### src/vfd_pkg.sv
// Purpose: Shared constants and types for the serially commanded display controller
// Assumes: 50 MHz mclk, AHB-Lite status and control port, host-driven shift clock
// Notes:   Functional notes below list the behaviour of the design files
//
// Functional notes
// - Display RAM holds bytes 00H to 15H.
// - First byte after strobe falls is command.
// - Strobe rise mid-byte drops that byte only.
// - Mode command picks segment and grid counts.
// - Mode change blanks display, halts key scan.
// - Same mode command changes nothing.
// - Power-up mode is eleven digits, eleven segments.
// - Data setting picks transfer; default write, increment.
// - Address 16H or above ignores data bytes.
// - Address pointer resets to zero.
// - Power-up: narrowest dimming, display off.
// - Key scan idle until display enabled.
// - Six by four keys sampled each frame.
// - Key read shifts stored data LSB first.
// - LED write LSB first, 0 lights LED.
// - All LEDs unlit after power-up.
// - Switch read LSB first, upper bits zero.
// - Input sampled on rising clock, LSB first.
// - Read bit driven on falling edge, open drain.
// - Strobe high: shift clock ignored.
// - Key returns latched at each frame end.

package vfd_pkg;

  // ----------------------------------------------------------------
  // Memory and command layout
  // ----------------------------------------------------------------
  localparam int          RAM_DEPTH     = 22;
  localparam logic [4:0]  ADDR_LIMIT    = 5'h16;
  localparam logic [4:0]  ADDR_RESET    = 5'h00;
  localparam logic [2:0]  LAST_BIT      = 3'h7;
  localparam logic [1:0]  CLASS_MODE    = 2'h0;
  localparam logic [1:0]  CLASS_SETTING = 2'h1;
  localparam logic [1:0]  CLASS_CONTROL = 2'h2;
  localparam logic [1:0]  CLASS_ADDRESS = 2'h3;
  localparam logic [2:0]  MODE_RESET    = 3'h7;
  localparam logic [3:0]  GRID_BASE     = 4'h4;
  localparam logic [2:0]  DIM_RESET     = 3'h0;
  localparam logic [3:0]  LED_UNLIT     = 4'hf;
  localparam logic [2:0]  KEY_SOURCES   = 3'h6;
  localparam logic [1:0]  KEY_BYTES     = 2'h3;
  localparam logic [1:0]  SW_BYTES      = 2'h1;
  localparam logic [7:0]  IDLE_BYTE     = 8'hff;
  localparam int          SYNC_WIDTH    = 11;
  // Strobe and shift clock idle high, so the synchroniser starts there
  localparam logic [10:0] SYNC_RESET    = 11'h003;

  typedef enum logic [1:0] {
    XFER_DISPLAY = 2'b00,
    XFER_LED     = 2'b01,
    XFER_KEY     = 2'b10,
    XFER_SWITCH  = 2'b11
  } xfer_type;

  typedef struct packed {
    logic     fixedAddr;
    xfer_type xfer;
  } setting_type;

  typedef struct packed {
    logic       on;
    logic [2:0] dim;
  } control_type;

  localparam setting_type SETTING_RESET = '{fixedAddr: 1'b0, xfer: XFER_DISPLAY};
  localparam control_type CONTROL_RESET = '{on: 1'b0, dim: DIM_RESET};

  // ----------------------------------------------------------------
  // Register bus
  // ----------------------------------------------------------------
  localparam logic [7:0]  OFS_CTRL      = 8'h00;
  localparam logic [7:0]  OFS_STATUS    = 8'h04;
  localparam logic [7:0]  OFS_PORTS     = 8'h08;
  localparam logic [7:0]  OFS_KEYS      = 8'h0c;
  localparam logic [31:0] CTRL_RESET    = 32'h0000_0001;
  localparam logic [1:0]  HRESP_OKAY    = 2'h0;

  // ----------------------------------------------------------------
  // Timing
  // ----------------------------------------------------------------
  localparam int          CLOCK_NS      = 20;
  localparam int          READ_WAIT_NS  = 1000;
  localparam int          READ_WAIT_CYC = (READ_WAIT_NS + CLOCK_NS - 1) / CLOCK_NS;

  // Pulse width in sixteenths of a grid slot
  function automatic logic [4:0] dimWidth(input logic [2:0] dim);
    case (dim)
      3'h0: dimWidth = 5'h01;
      3'h1: dimWidth = 5'h02;
      3'h2: dimWidth = 5'h04;
      3'h3: dimWidth = 5'h0a;
      3'h4: dimWidth = 5'h0b;
      3'h5: dimWidth = 5'h0c;
      3'h6: dimWidth = 5'h0d;
      default: dimWidth = 5'h0e;
    endcase
  endfunction

  // Modes 0..2 use all sixteen segments, later ones give pins to grids
  function automatic logic [15:0] segMask(input logic [2:0] mode);
    case (mode)
      3'h3: segMask = 16'h7fff;
      3'h4: segMask = 16'h3fff;
      3'h5: segMask = 16'h1fff;
      3'h6: segMask = 16'h0fff;
      3'h7: segMask = 16'h07ff;
      default: segMask = 16'hffff;
    endcase
  endfunction

endpackage
### src/pin_sync.sv
// Purpose: Two-stage synchroniser for asynchronous pins
// Assumes: Inputs are levels; pulses shorter than one mclk period may be lost
// Notes:   First stage is read only by the second
`timescale 1ns/10ps
`default_nettype none

module pin_sync #(
  parameter int               WIDTH = 1,
  parameter logic [WIDTH-1:0] INIT  = '0
) (
  // Clock and reset
  input  wire logic             mclk,
  input  wire logic             rstn,
  // Pins
  input  wire logic [WIDTH-1:0] raw,
  output logic      [WIDTH-1:0] synced
);

  logic [WIDTH-1:0] stage1;

  always_ff @(posedge mclk) begin
    if (!rstn) begin
      // Idle levels avoid a false edge right after reset
      stage1 <= INIT;
      synced <= INIT;
    end else begin
      stage1 <= raw;
      synced <= stage1;
    end
  end

endmodule // pin_sync

`default_nettype wire

### src/vfd_controller.sv
// Purpose: Serially commanded display controller with key scan and LED port
// Assumes: Shift clock well below mclk/4; one AHB-Lite slave with zero wait states
// Notes:   Display timing is derived from mclk instead of a separate oscillator
`timescale 1ns/10ps
`default_nettype none

module vfd_controller #(
  parameter int PRESCALE = 64
) (
  // Clock and reset
  input  wire logic        mclk,
  input  wire logic        rstn,
  // AHB-Lite slave
  input  wire logic        hsel,
  input  wire logic [31:0] haddr,
  input  wire logic [1:0]  htrans,
  input  wire logic        hwrite,
  input  wire logic [2:0]  hsize,
  input  wire logic [31:0] hwdata,
  input  wire logic        hready,
  output logic             hreadyout,
  output logic [31:0]      hrdata,
  output logic [1:0]       hresp,
  // Serial link
  input  wire logic        frameSelect,
  input  wire logic        shiftClock,
  input  wire logic        serialIn,
  output logic             serialOut,
  output logic             serialOutEn,
  // Panel
  output logic [15:0]      segmentOutputs,
  output logic [10:0]      gridOutputs,
  output logic [5:0]       keySourceLines,
  input  wire logic [3:0]  keyReturnLines,
  input  wire logic [3:0]  switchInputs,
  output logic [3:0]       indicatorLitN
);

  // ----------------------------------------------------------------
  // Pin synchronisation
  // ----------------------------------------------------------------
  logic [vfd_pkg::SYNC_WIDTH-1:0] syncOut;
  logic                           stbS;
  logic                           clkS;
  logic                           dinS;
  logic [3:0]                     keyS;
  logic [3:0]                     swS;
  logic                           prevClk;
  logic                           prevStb;

  pin_sync #(.WIDTH(vfd_pkg::SYNC_WIDTH), .INIT(vfd_pkg::SYNC_RESET)) u_sync (
    .mclk   (mclk),
    .rstn   (rstn),
    .raw    ({switchInputs, keyReturnLines, serialIn, shiftClock, frameSelect}),
    .synced (syncOut)
  );

  assign stbS = syncOut[0];
  assign clkS = syncOut[1];
  assign dinS = syncOut[2];
  assign keyS = syncOut[6:3];
  assign swS  = syncOut[10:7];

  always_ff @(posedge mclk) begin
    if (!rstn) begin
      prevClk <= 1'b1;
      prevStb <= 1'b1;
    end else begin
      prevClk <= clkS;
      prevStb <= stbS;
    end
  end

  // ----------------------------------------------------------------
  // Register bus
  // ----------------------------------------------------------------
  logic [31:0] ctrlReg;
  logic        wrPending;
  logic [7:0]  wrOffset;
  logic        linkEnable;
  logic        addrPhase;

  assign linkEnable = ctrlReg[0];
  assign addrPhase  = hsel & hready & htrans[1];
  assign hreadyout  = 1'b1;
  assign hresp      = vfd_pkg::HRESP_OKAY;

  // Receiver state declared early for the status view
  logic [2:0]           bitCount;
  logic [7:0]           shiftReg;
  logic                 expectCmd;
  logic [2:0]           mode;
  vfd_pkg::control_type control;
  vfd_pkg::setting_type setting;
  logic [4:0]           addr;
  logic [23:0]          keyData;

  always_ff @(posedge mclk) begin
    if (!rstn) begin
      wrPending <= 1'b0;
      wrOffset  <= vfd_pkg::OFS_CTRL;
    end else begin
      wrPending <= addrPhase & hwrite;
      wrOffset  <= haddr[7:0];
    end
  end

  always_ff @(posedge mclk) begin
    if (!rstn) begin
      ctrlReg <= vfd_pkg::CTRL_RESET;
    end else if (wrPending && wrOffset == vfd_pkg::OFS_CTRL) begin
      ctrlReg <= {31'h0000_0000, hwdata[0]};
    end
  end

  // Read data registered in the address phase; unmapped offsets read zero
  always_ff @(posedge mclk) begin
    if (!rstn) begin
      hrdata <= 32'h0000_0000;
    end else if (addrPhase && !hwrite) begin
      case (haddr[7:0])
        vfd_pkg::OFS_CTRL:   hrdata <= ctrlReg;
        vfd_pkg::OFS_STATUS: hrdata <= {13'h0000, setting, 2'h0, addr, 1'b0,
                                        control, expectCmd, mode};
        vfd_pkg::OFS_PORTS:  hrdata <= {24'h00_0000, swS, indicatorLitN};
        vfd_pkg::OFS_KEYS:   hrdata <= {8'h00, keyData};
        default:             hrdata <= 32'h0000_0000;
      endcase
    end
  end

  // ----------------------------------------------------------------
  // Serial receiver
  // ----------------------------------------------------------------
  logic       linkIdle;
  logic       clkRise;
  logic       clkFall;
  logic       byteDone;
  logic [7:0] byteValue;
  logic       cmdDone;
  logic       dataDone;

  assign linkIdle  = stbS | ~linkEnable;
  assign clkRise   = ~linkIdle & clkS & ~prevClk;
  assign clkFall   = ~linkIdle & ~clkS & prevClk;
  assign byteValue = {dinS, shiftReg[7:1]};
  assign byteDone  = clkRise && bitCount == vfd_pkg::LAST_BIT;
  assign cmdDone   = byteDone & expectCmd;
  assign dataDone  = byteDone & ~expectCmd;

  always_ff @(posedge mclk) begin
    if (!rstn) begin
      bitCount  <= 3'h0;
      shiftReg  <= 8'h00;
      expectCmd <= 1'b1;
    end else if (linkIdle) begin
      bitCount  <= 3'h0;
      expectCmd <= 1'b1;
    end else if (clkRise) begin
      shiftReg <= byteValue;
      bitCount <= bitCount + 3'h1;
      if (bitCount == vfd_pkg::LAST_BIT) begin
        expectCmd <= 1'b0;
      end
    end
  end

  a_partial_discard: assert property (@(posedge mclk) disable iff (!rstn)
    stbS |=> bitCount == 3'h0 && !byteDone) else $error("partial byte kept");
  a_first_command: assert property (@(posedge mclk) disable iff (!rstn)
    !stbS && prevStb |-> expectCmd) else $error("frame not armed for command");

  // ----------------------------------------------------------------
  // Command execution
  // ----------------------------------------------------------------
  logic [1:0]  cmdClass;
  logic        modeCmd;
  logic        modeChange;
  logic        dispWrite;
  logic [7:0]  ram [vfd_pkg::RAM_DEPTH];

  assign cmdClass   = byteValue[7:6];
  assign modeCmd    = cmdDone && cmdClass == vfd_pkg::CLASS_MODE;
  assign modeChange = modeCmd && byteValue[2:0] != mode;
  assign dispWrite  = dataDone && setting.xfer == vfd_pkg::XFER_DISPLAY
                      && addr < vfd_pkg::ADDR_LIMIT;

  always_ff @(posedge mclk) begin
    if (!rstn) begin
      mode <= vfd_pkg::MODE_RESET;
    end else if (modeChange) begin
      mode <= byteValue[2:0];
    end
  end

  always_ff @(posedge mclk) begin
    if (!rstn) begin
      control <= vfd_pkg::CONTROL_RESET;
    end else if (modeChange) begin
      control.on <= 1'b0;
    end else if (cmdDone && cmdClass == vfd_pkg::CLASS_CONTROL) begin
      control <= byteValue[3:0];
    end
  end

  always_ff @(posedge mclk) begin
    if (!rstn) begin
      setting <= vfd_pkg::SETTING_RESET;
    end else if (cmdDone && cmdClass == vfd_pkg::CLASS_SETTING) begin
      setting <= byteValue[2:0];
    end
  end

  always_ff @(posedge mclk) begin
    if (!rstn) begin
      addr <= vfd_pkg::ADDR_RESET;
    end else if (cmdDone && cmdClass == vfd_pkg::CLASS_ADDRESS) begin
      addr <= byteValue[4:0];
    end else if (dispWrite && !setting.fixedAddr) begin
      addr <= addr + 5'h01;
    end
  end

  always_ff @(posedge mclk) begin
    if (dispWrite) begin
      ram[addr] <= byteValue;
    end
  end

  // Only the low nibble reaches the pins; bits 4 to 7 are dropped
  always_ff @(posedge mclk) begin
    if (!rstn) begin
      indicatorLitN <= vfd_pkg::LED_UNLIT;
    end else if (dataDone && setting.xfer == vfd_pkg::XFER_LED) begin
      indicatorLitN <= byteValue[3:0];
    end
  end

  a_mode_change_off: assert property (@(posedge mclk) disable iff (!rstn)
    modeChange |=> !control.on ##1 !control.on || $past(cmdDone)) else $error("mode change left display on");
  a_same_mode_keep: assert property (@(posedge mclk) disable iff (!rstn)
    modeCmd && byteValue[2:0] == mode |=> $stable(control) && $stable(mode)) else $error("same mode disturbed state");
  a_addr_ignore: assert property (@(posedge mclk) disable iff (!rstn)
    dataDone && addr >= vfd_pkg::ADDR_LIMIT |=> $stable(addr)) else $error("data used past address limit");
  a_addr_incr: assert property (@(posedge mclk) disable iff (!rstn)
    dispWrite && !setting.fixedAddr |=> addr == $past(addr) + 5'h01) else $error("address did not advance");
  a_led_write: assert property (@(posedge mclk) disable iff (!rstn)
    dataDone && setting.xfer == vfd_pkg::XFER_LED |=> indicatorLitN == $past(byteValue[3:0])) else $error("led port not written");
  a_reset_defaults: assert property (@(posedge mclk)
    rstn && !$past(rstn) |-> mode == vfd_pkg::MODE_RESET && !control.on && addr == 5'h00
    && indicatorLitN == vfd_pkg::LED_UNLIT && !setting.fixedAddr) else $error("bad power-up state");

  // ----------------------------------------------------------------
  // Read transmitter
  // ----------------------------------------------------------------
  logic       readActive;
  logic [1:0] readByte;
  logic [2:0] readBit;
  logic [7:0] txByte;
  logic       keyRead;

  always_comb begin
    txByte = vfd_pkg::IDLE_BYTE;
    if (keyRead && readByte < vfd_pkg::KEY_BYTES) begin
      txByte = keyData[{readByte, 3'h0} +: 8];
    end else if (!keyRead && readByte < vfd_pkg::SW_BYTES) begin
      txByte = {4'h0, swS};
    end
  end

  always_ff @(posedge mclk) begin
    if (!rstn) begin
      readActive <= 1'b0;
      keyRead    <= 1'b0;
    end else if (linkIdle) begin
      readActive <= 1'b0;
    end else if (cmdDone) begin
      readActive <= cmdClass == vfd_pkg::CLASS_SETTING && byteValue[1];
      keyRead    <= byteValue[1:0] == vfd_pkg::XFER_KEY;
    end
  end

  // Open drain: enable only while pulling low, released between frames
  always_ff @(posedge mclk) begin
    if (!rstn || linkIdle || cmdDone) begin
      readByte    <= 2'h0;
      readBit     <= 3'h0;
      serialOutEn <= 1'b0;
    end else if (readActive && clkFall) begin
      serialOutEn <= ~txByte[readBit];
      readBit     <= readBit + 3'h1;
      if (readBit == vfd_pkg::LAST_BIT && readByte != vfd_pkg::KEY_BYTES) begin
        readByte <= readByte + 2'h1;
      end
    end
  end

  assign serialOut = 1'b0;

  a_dout_release: assert property (@(posedge mclk) disable iff (!rstn)
    stbS |=> !serialOutEn) else $error("data out driven while idle");

  // ----------------------------------------------------------------
  // Display multiplex and key scan
  // ----------------------------------------------------------------
  logic [$clog2(PRESCALE)-1:0] preCount;
  logic                        tick;
  logic [3:0]                  sixteenth;
  logic [3:0]                  slot;
  logic [3:0]                  gridCount;
  logic                        keySlot;
  logic [2:0]                  srcIdx;
  logic [23:0]                 keyRaw;
  logic                        frameEnd;

  assign tick      = preCount == ($clog2(PRESCALE))'(PRESCALE - 1);
  assign gridCount = vfd_pkg::GRID_BASE + {1'b0, mode};
  assign keySlot   = slot == gridCount;
  assign srcIdx    = sixteenth[3:1];
  assign frameEnd  = tick && keySlot && sixteenth == 4'hf;

  // Slot after the last grid is spent on the key matrix
  always_ff @(posedge mclk) begin
    if (!rstn) begin
      preCount  <= '0;
      sixteenth <= 4'h0;
      slot      <= 4'h0;
    end else begin
      preCount <= tick ? '0 : preCount + 1'b1;
      if (tick) begin
        sixteenth <= sixteenth + 4'h1;
        if (sixteenth == 4'hf) begin
          slot <= (slot >= gridCount) ? 4'h0 : slot + 4'h1;
        end
      end
    end
  end

  always_ff @(posedge mclk) begin
    if (!rstn) begin
      keyRaw  <= 24'h00_0000;
      keyData <= 24'h00_0000;
    end else if (control.on) begin
      if (tick && keySlot && sixteenth[0] && srcIdx < vfd_pkg::KEY_SOURCES) begin
        keyRaw[{srcIdx, 2'h0} +: 4] <= keyS;
      end
      if (frameEnd) begin
        keyData <= keyRaw;
      end
    end
  end

  always_ff @(posedge mclk) begin
    if (!rstn) begin
      keySourceLines <= 6'h00;
      gridOutputs    <= 11'h000;
      segmentOutputs <= 16'h0000;
    end else begin
      keySourceLines <= 6'h00;
      gridOutputs    <= 11'h000;
      segmentOutputs <= 16'h0000;
      if (control.on && keySlot && srcIdx < vfd_pkg::KEY_SOURCES) begin
        keySourceLines <= 6'h01 << srcIdx;
      end
      if (control.on && !keySlot && slot < gridCount
          && {1'b0, sixteenth} < vfd_pkg::dimWidth(control.dim)) begin
        gridOutputs    <= 11'h001 << slot;
        segmentOutputs <= {ram[{slot, 1'b1}], ram[{slot, 1'b0}]}
                          & vfd_pkg::segMask(mode);
      end
    end
  end

  a_keyscan_off: assert property (@(posedge mclk) disable iff (!rstn)
    !control.on |=> keySourceLines == 6'h00 && gridOutputs == 11'h000) else $error("scan while display off");
  a_key_latch: assert property (@(posedge mclk) disable iff (!rstn)
    frameEnd && control.on |=> keyData == $past(keyRaw)) else $error("key data not latched");

endmodule // vfd_controller

`default_nettype wire

### config.mk
export PLATFORM = sky130hd
export DESIGN_NAME = vfd_controller
export DESIGN_NICKNAME = d
export VERILOG_FILES = /design/src/vfd_pkg.sv /design/src/pin_sync.sv /design/src/vfd_controller.sv
export SDC_FILE = /design/constraint.sdc
export NUM_CORES = 1
export LEC_CHECK = 0
export BUFFER_PORTS_ARGS = -buffer_cell sky130_fd_sc_hd__buf_4
export CAP_MARGIN = 15
export CORE_MARGIN = 2
export CORE_UTILIZATION = 24
export CTS_BUF_LIST = sky130_fd_sc_hd__clkbuf_2 sky130_fd_sc_hd__clkbuf_4 sky130_fd_sc_hd__clkbuf_8
export CTS_CLUSTER_SIZE = 20
export DETAILED_ROUTE_END_ITERATION = 10
export GPL_ROUTABILITY_DRIVEN = 0
export PLACE_DENSITY = 0.5
export SLEW_MARGIN = 20
export SYNTH_ARGS = -nofsm -noshare
export SYNTH_HDL_FRONTEND = slang
export SYNTH_HIERARCHICAL = 1
export SYNTH_SLANG_ARGS = --single-unit
export TNS_END_PERCENT = 100
### constraint.sdc
create_clock -name mclk -period 2.8 [get_ports mclk]
set_clock_uncertainty 0.1 [all_clocks]
set_input_delay 0.28 -clock mclk [delete_from_list [all_inputs] [get_ports mclk]]
set_output_delay 0.28 -clock mclk [all_outputs]
set_load 0.005 [all_outputs]
==> metrics.md, run 1 <==
| Metric | Value |
|---|---|
| Unrepaired setup endpoints after global routing | `false` |
| Chip width | `252.2 um` |
| Cts bufs inserted | `61` |
| CP Capture Type | `flop` |
| # IOs | `159` |
| Post-Synth XOR/XNOR Area | `1.125%` |
| WL per Instance | `17.16 um` |
| Clock latency on the worst-skew pair | `660 ps` |
| GRT overflow | `0` |
| Simple-Gate Fraction of Synth Area | `13.46%` |
| Initial core utilization | `24.41%` |
| Synth Area in Compound Gates | `6.261%` |
| Clock sink count | `370` |
| Critical Path Start Type | `flop` |
| Slew HR | `28.02%` |
| GRT Total Usage | `11.62%` |
| DIE AREA | `63620 um2` |
| Max_cap viols | `0` |
| Post_cts resized | `0` |
| Worst Tran Pin Value | `1078 ps` |
| Largest family of logic cells by synthesized area | `simple AND/OR/NAND/NOR gates` |
| Hold Path Stages | `6` |
| DP HPWL | `24850 um` |
| Worst reg2reg endpoint | `keyRaw[13]` |
| Hold_sp | `hready` |
| WP data required | `3220 ps` |
| Residual DRC | `0` |
| Synthesized area | `14790 um2` |
| Hold/Removal Path Class | `primary input to flop` |
| Nets | `1426` |
| R2R cell count | `7` |
| Final setup vio count | `0` |
| Die H | `252.2 um` |
| CTS tree | `done` |
| Pwr Density | `588.9 nW/um2` |
| Most common flop cell mapped by yosys | `dfxtp_1` |
| Most common cell after layout, fill and taps aside | `dfxtp_1` |
| Hold Path End | `hrdata[20]` |
| Largest net degree at the start of global routing | `50` |
| Antenna diode instance count | `0` |
| EDFF count, synth | `176` |
| Synth Register Bits | `370` |
| Hold Buf Count CTS | `23` |
| Dpl cell area | `16600 um2` |
| Initial DRC count | `505` |
| FF/Latch Area | `9170 um2` |
| Synthesis-to-finish area growth | `22.25%` |
| Post-route cell area | `18080 um2` |
| Flop-to-flop setup slack | `210 ps` |
| Period utilization | `92.62%` |
| Yosys Warn Count | `6` |
| VDD IR max | `0.3205 mV` |
| Detail Route Antenna Nets | `0` |
| Layout cell share with drive strength beyond 1 | `24.80%` |
| Fmax | `0.3856 GHz` |
| Routed vias | `9220` |
| Multiplexer share of the synthesized area | `11.90%` |
| Synth unique cells | `60` |
| Static leakage | `6.424 nW` |
| Post-Synth Adder-Cell Area | `2.284%` |
| Drt pass-1 iters | `5` |
| R2R Path Start | `slot[2]` |
| Setup TNS | `0 ps` |
| Global-route wire length before repair | `56670 um` |
| Fin. max-slew vios | `0` |
| Syn avg cell area | `12.95 um2` |
| Post-DR vias/cell | `4.298` |
| Final-layout fill cell count | `6149` |
| Final hold violation count | `0` |
| CP Max Fanout | `8` |
| Core area | `60580 um2` |
| Core Util, Final | `29.84%` |
| Clock root buffer | `clkbuf_8` |
| Post-CTS Repair Setup Buffers | `0` |
| H-tree level count | `2` |
| Cells after Synth | `1142` |
| Multi-input logic area | `5225 um2` |
| Crit path kind | `flop to flop` |
| Number of global-route vias before repair | `9466` |
| Seq/Total Area, Yosys | `62.00%` |
| # port buffers | `87` |
| Max clock buf depth | `3` |
| Clock-pin slew on the worst setup and hold paths | `60 ps` |
| Outcome | `finished clean` |
| Tmin final | `2593 ps` |
| CP arrival | `3010 ps` |
| Final wirelength | `36820 um` |
| Leading cell types in the layout, fill and taps excluded | `193 x dfxtp_1, 176 x edfxtp_1, 149 x nand2_1` |
| # rows | `90` |
| Asr flop ratio synth | `0%` |
| Antenna violations before repair | `2` |
==> power breakdown <==
group	total (mW)	internal, mW	switching [mW]
sequential	5.66	5.65	0.0192
clock	4.82	2.63	2.19
combinational	0.165	0.0843	0.0811
==> through the flow <==
stage / hold WS (ps) / cells / power, mW / setup slack [ps]
4_1_cts: 129.7 / 2145 / 10.82 / 203.8
2_1_floorplan: 253.0 / 1152 / 5.866 / 452.0
5_1_grt: 165.2 / 2145 / 11.07 / 8.918
3_3_place_gp: 317.3 / 2010 / 5.922 / 238.8
6_report: 185.4 / 2145 / 10.65 / 206.6
3_5_place_dp: 320.3 / 2010 / 5.922 / 226.2
==> worst max path at each step <==
stage | start | endpoint | slack (ps) | cells past startpoint
after floorplan | mode[2] | keyRaw[12] | 450 | 9
after global placement | slot[2] | keyRaw[15] | 240 | 7
after detailed placement | slot[2] | keyRaw[13] | 230 | 7
after CTS | slot[2] | keyRaw[13] | 200 | 7
after global routing | bitCount[0] | ram[15][3] | 9 | 7
final | slot[2] | keyRaw[13] | 210 | 7
==> synth_stat cells, types with 10 or more instances <==
library cell	n	share of area (%)
nand2_1	149	3.8
clkbuf_1	42	1.1
inv_1	18	0.46
nor4_1	12	0.51
mux4_2	49	7.5
xnor2_1	12	0.71
ha_1	27	2.3
nor2_1	53	1.3
buf_2	10	0.34
nand3_1	23	0.78
mux2i_1	43	2.9
and2_1	63	2.7
nor2b_1	27	1.1
edfxtp_1	176	36
o21ai_0	31	1.0
a21oi_1	12	0.41
buf_4	19	0.96
mux2_2	20	1.5
a21boi_0	40	2.0
a22oi_1	15	0.76
dfxtp_1	194	26
==> cells by family (layout without fill, tap and decap cells) <==
kind of cell / after synthesis / after routing
AO/OA/AOI/OAI: 131 / 131
XOR/XNOR: 19 / 19
adder cells (fa/ha/maj): 27 / 27
buffers and inverters: 91 / 302
flip-flops: 370 / 370
multiplexers: 112 / 112
other: 2 / 12
AND/OR/NAND/NOR: 390 / 390
==> worst max-delay path: stages (launching register included) <==
cell and delay, ps:
dfxtp_1 390, ha_1 340, and3_1 170, and3_1 330
o2111ai_4 160, or4_1 750, nand3_2 180, o21ai_2 60
==> routing by layer <==
layer	global-route usage (%)	routed length [um]	vias to the layer above
li1	-	-	4448
met5	0	0	-
met4	4.227	1051	0
met2	18.30	16680	179
met1	15.53	17210	4521
met3	2.750	1878	72
==> flip-flops by register name, indices dropped and copies added (netlist names), 2 cells and up, named ones only <==
register / count
sixteenth: 4
setting: 3
shiftReg: 7
gridOutputs: 11
addr: 5
segmentOutputs: 16
keyRaw: 24
keyData: 24
readBit: 3
indicatorLitN: 4
u_sync/synced: 11
readByte: 2
control: 4
mode: 3
wrOffset: 8
keySourceLines: 6
slot: 4
hrdata: 24
ram: 176
bitCount: 3
u_sync/stage1: 11
preCount: 6
==> cell type report <==
type	instances	area share, %
clock buffer	93	6.422
clock inverter	19	0.5052
inverter	18	0.3737
multi-input combinational	691	28.90
sequential	370	50.72
tap	782	5.412
timing repair buffer	172	7.668
Power figures use the tool's default switching activity.
==> inputs of run 2 (changes only) <==
--- a/config.mk
+++ b/config.mk
@@ -8,12 +8,12 @@
 export BUFFER_PORTS_ARGS = -buffer_cell sky130_fd_sc_hd__buf_4
 export CAP_MARGIN = 15
 export CORE_MARGIN = 2
-export CORE_UTILIZATION = 24
+export CORE_UTILIZATION = 42
 export CTS_BUF_LIST = sky130_fd_sc_hd__clkbuf_2 sky130_fd_sc_hd__clkbuf_4 sky130_fd_sc_hd__clkbuf_8
 export CTS_CLUSTER_SIZE = 20
 export DETAILED_ROUTE_END_ITERATION = 10
 export GPL_ROUTABILITY_DRIVEN = 0
-export PLACE_DENSITY = 0.5
+export PLACE_DENSITY = 0.71
 export SLEW_MARGIN = 20
 export SYNTH_ARGS = -nofsm -noshare
 export SYNTH_HDL_FRONTEND = slang
==> run 2 against run 1 <==
Die area decreased by 42%. Worst hold slack improved by 9.2 ps. Core utilization increased by 21 points. Largest power group unchanged. Highest routed layer unchanged.
==> metrics.md, run 2 (same netlist as run 1, synthesis figures left out) <==
| Metric | Value |
|---|---|
| Flop-to-flop setup slack | `200 ps` |
| Initial core utilization | `42.71%` |
| Flip-flop count of the largest register after layout | `176` |
| CP Max Fanout | `9` |
| Die H | `191.7 um` |
| # port buffers | `87` |
| Residual DRC | `0` |
| Hold Path End | `hrdata[8]` |
| Pwr Density | `598.1 nW/um2` |
| Most common cell after layout, fill and taps aside | `dfxtp_1` |
| Routed vias | `9206` |
| Hold Path Stages | `6` |
| Post-DR vias/cell | `5.112` |
| # IOs | `159` |
| Fin. max-slew vios | `0` |
| # rows | `68` |
| WP data required | `3120 ps` |
| VDD IR max | `0.4403 mV` |
| Clock sink count | `370` |
| DP HPWL | `21340 um` |
| Slew HR | `28.75%` |
| GRT Total Usage | `17.59%` |
| Fmax | `0.3852 GHz` |
| DIE AREA | `36730 um2` |
| Max_cap viols | `0` |
| CP Capture Type | `flop` |
| Leading cell types in the layout, fill and taps excluded | `193 x dfxtp_1, 176 x edfxtp_1, 149 x nand2_1` |
| Core Util, Final | `50.79%` |
| Largest net degree at the start of global routing | `112` |
| Synthesis-to-finish area growth | `18.92%` |
| Chip width | `191.7 um` |
| Drt pass-1 iters | `5` |
| WHS | `194.5 ps` |
| Cts bufs inserted | `58` |
| Period utilization | `92.72%` |
| Hold/Removal Path Class | `primary input to flop` |
| Clock-pin slew on the worst setup and hold paths | `60 ps` |
| R2R cell count | `9` |
| Antenna diode instance count | `0` |
| Met2 GRT Util | `29.51%` |
| Hold_sp | `hready` |
| CP arrival | `2910 ps` |
| Final setup vio count | `0` |
| Clock root buffer | `clkbuf_8` |
| H-tree level count | `2` |
| Core area | `34630 um2` |
| GRT overflow | `0` |
| Tmin final | `2596 ps` |
| Max clock buf depth | `3` |
| Antenna violations before repair | `0` |
| Worst Tran Pin Value | `1067 ps` |
| Static leakage | `6.364 nW` |
| Dpl cell area | `16110 um2` |
| Busiest grt layer | `met2` |
| Clock latency on the worst-skew pair | `610 ps` |
| Layout cell share with drive strength beyond 1 | `24.15%` |
| Post-route cell area | `17590 um2` |
| Unrepaired setup endpoints after global routing | `false` |
| R2R Path Start | `control[2]` |
| CTS tree | `done` |
| Met3 Resource Use GR | `3.563%` |
| Outcome | `finished clean` |
| Initial DRC count | `694` |
| Number of global-route vias before repair | `9321` |
| Reg with most FFs | `ram` |
| Setup TNS | `0 ps` |
| Met1 usage | `22.73%` |
| Final-layout fill cell count | `2889` |
| Global-route wire length before repair | `50050 um` |
| Final hold violation count | `0` |
| Nets | `1411` |
| WL per Instance | `17.67 um` |
| Final wirelength | `31820 um` |
| Crit path kind | `flop to flop` |
| Worst reg2reg endpoint | `gridOutputs[1]` |
| Critical Path Start Type | `flop` |
| Detail Route Antenna Nets | `0` |
run 2: worst max-delay path, cell delays in order, from the launching register on:
cell,delay [ps]
dfxtp_1,450
nor2b_1,200
xnor2_1,140
ha_1,250
o31a_1,110
o21a_1,170
o21ai_1,230
nand4_1,130
buf_4,200
nor4_1,420
run 2: cell type report:
cell class,instances,area [um2],area share (%)
inverters,18,67.56,0.3842
clock buffers,86,1109,6.303
multi-input cells,691,5229,29.73
clock inverters,21,133.9,0.7612
repair buffers,160,1309,7.442
well taps,455,569.3,3.237
flip-flops and latches,370,9170,52.14
run 2: how the worst max path moves through the flow:
stage / from / endpoint / slack (ps) / cells after the start
global placement: mode[2] / keyRaw[14] / 100 / 8
floorplan: mode[2] / keyRaw[12] / 450 / 9
detailed placement: mode[2] / keyRaw[14] / 40 / 8
global route: mode[2] / keyRaw[9] / 60 / 8
finish: control[2] / gridOutputs[1] / 200 / 9
CTS: mode[2] / keyRaw[14] / 60 / 8
run 2: through the flow:
stage               total power [mW]  setup slack, ps  cells
global route                   10.88            56.74   1801
global placement               5.913            96.04   1671
finish                         10.52            203.9   1801
CTS                            10.62            60.09   1801
detailed placement             5.914            35.53   1671
floorplan                      5.866            452.0   1152
run 2: power by group:
| group | leakage, nW | switching (mW) | internal [mW] | total (mW) |
|---|---|---|---|---|
| logic | 2.47 | 0.0777 | 0.0841 | 0.162 |
| registers | 3.24 | 0.0186 | 5.64 | 5.66 |
| clock network | 0.654 | 2.06 | 2.63 | 4.69 |
| total | 6.36 | 2.16 | 8.36 | 10.5 |
run 2: per-layer routing:
metal	part of all wire [%]	wire, um
met3	5.1	1614
met5	0	0
met1	43	13800
met4	2.9	923
met2	49	15480
run 2: what timing repair did:
item	in CTS	in global routing
hold endpoints to repair	31	0
hold buffers	23	0
endpoints found under the setup margin	0	4
setup buffers	0	0
gates resized for setup	0	1
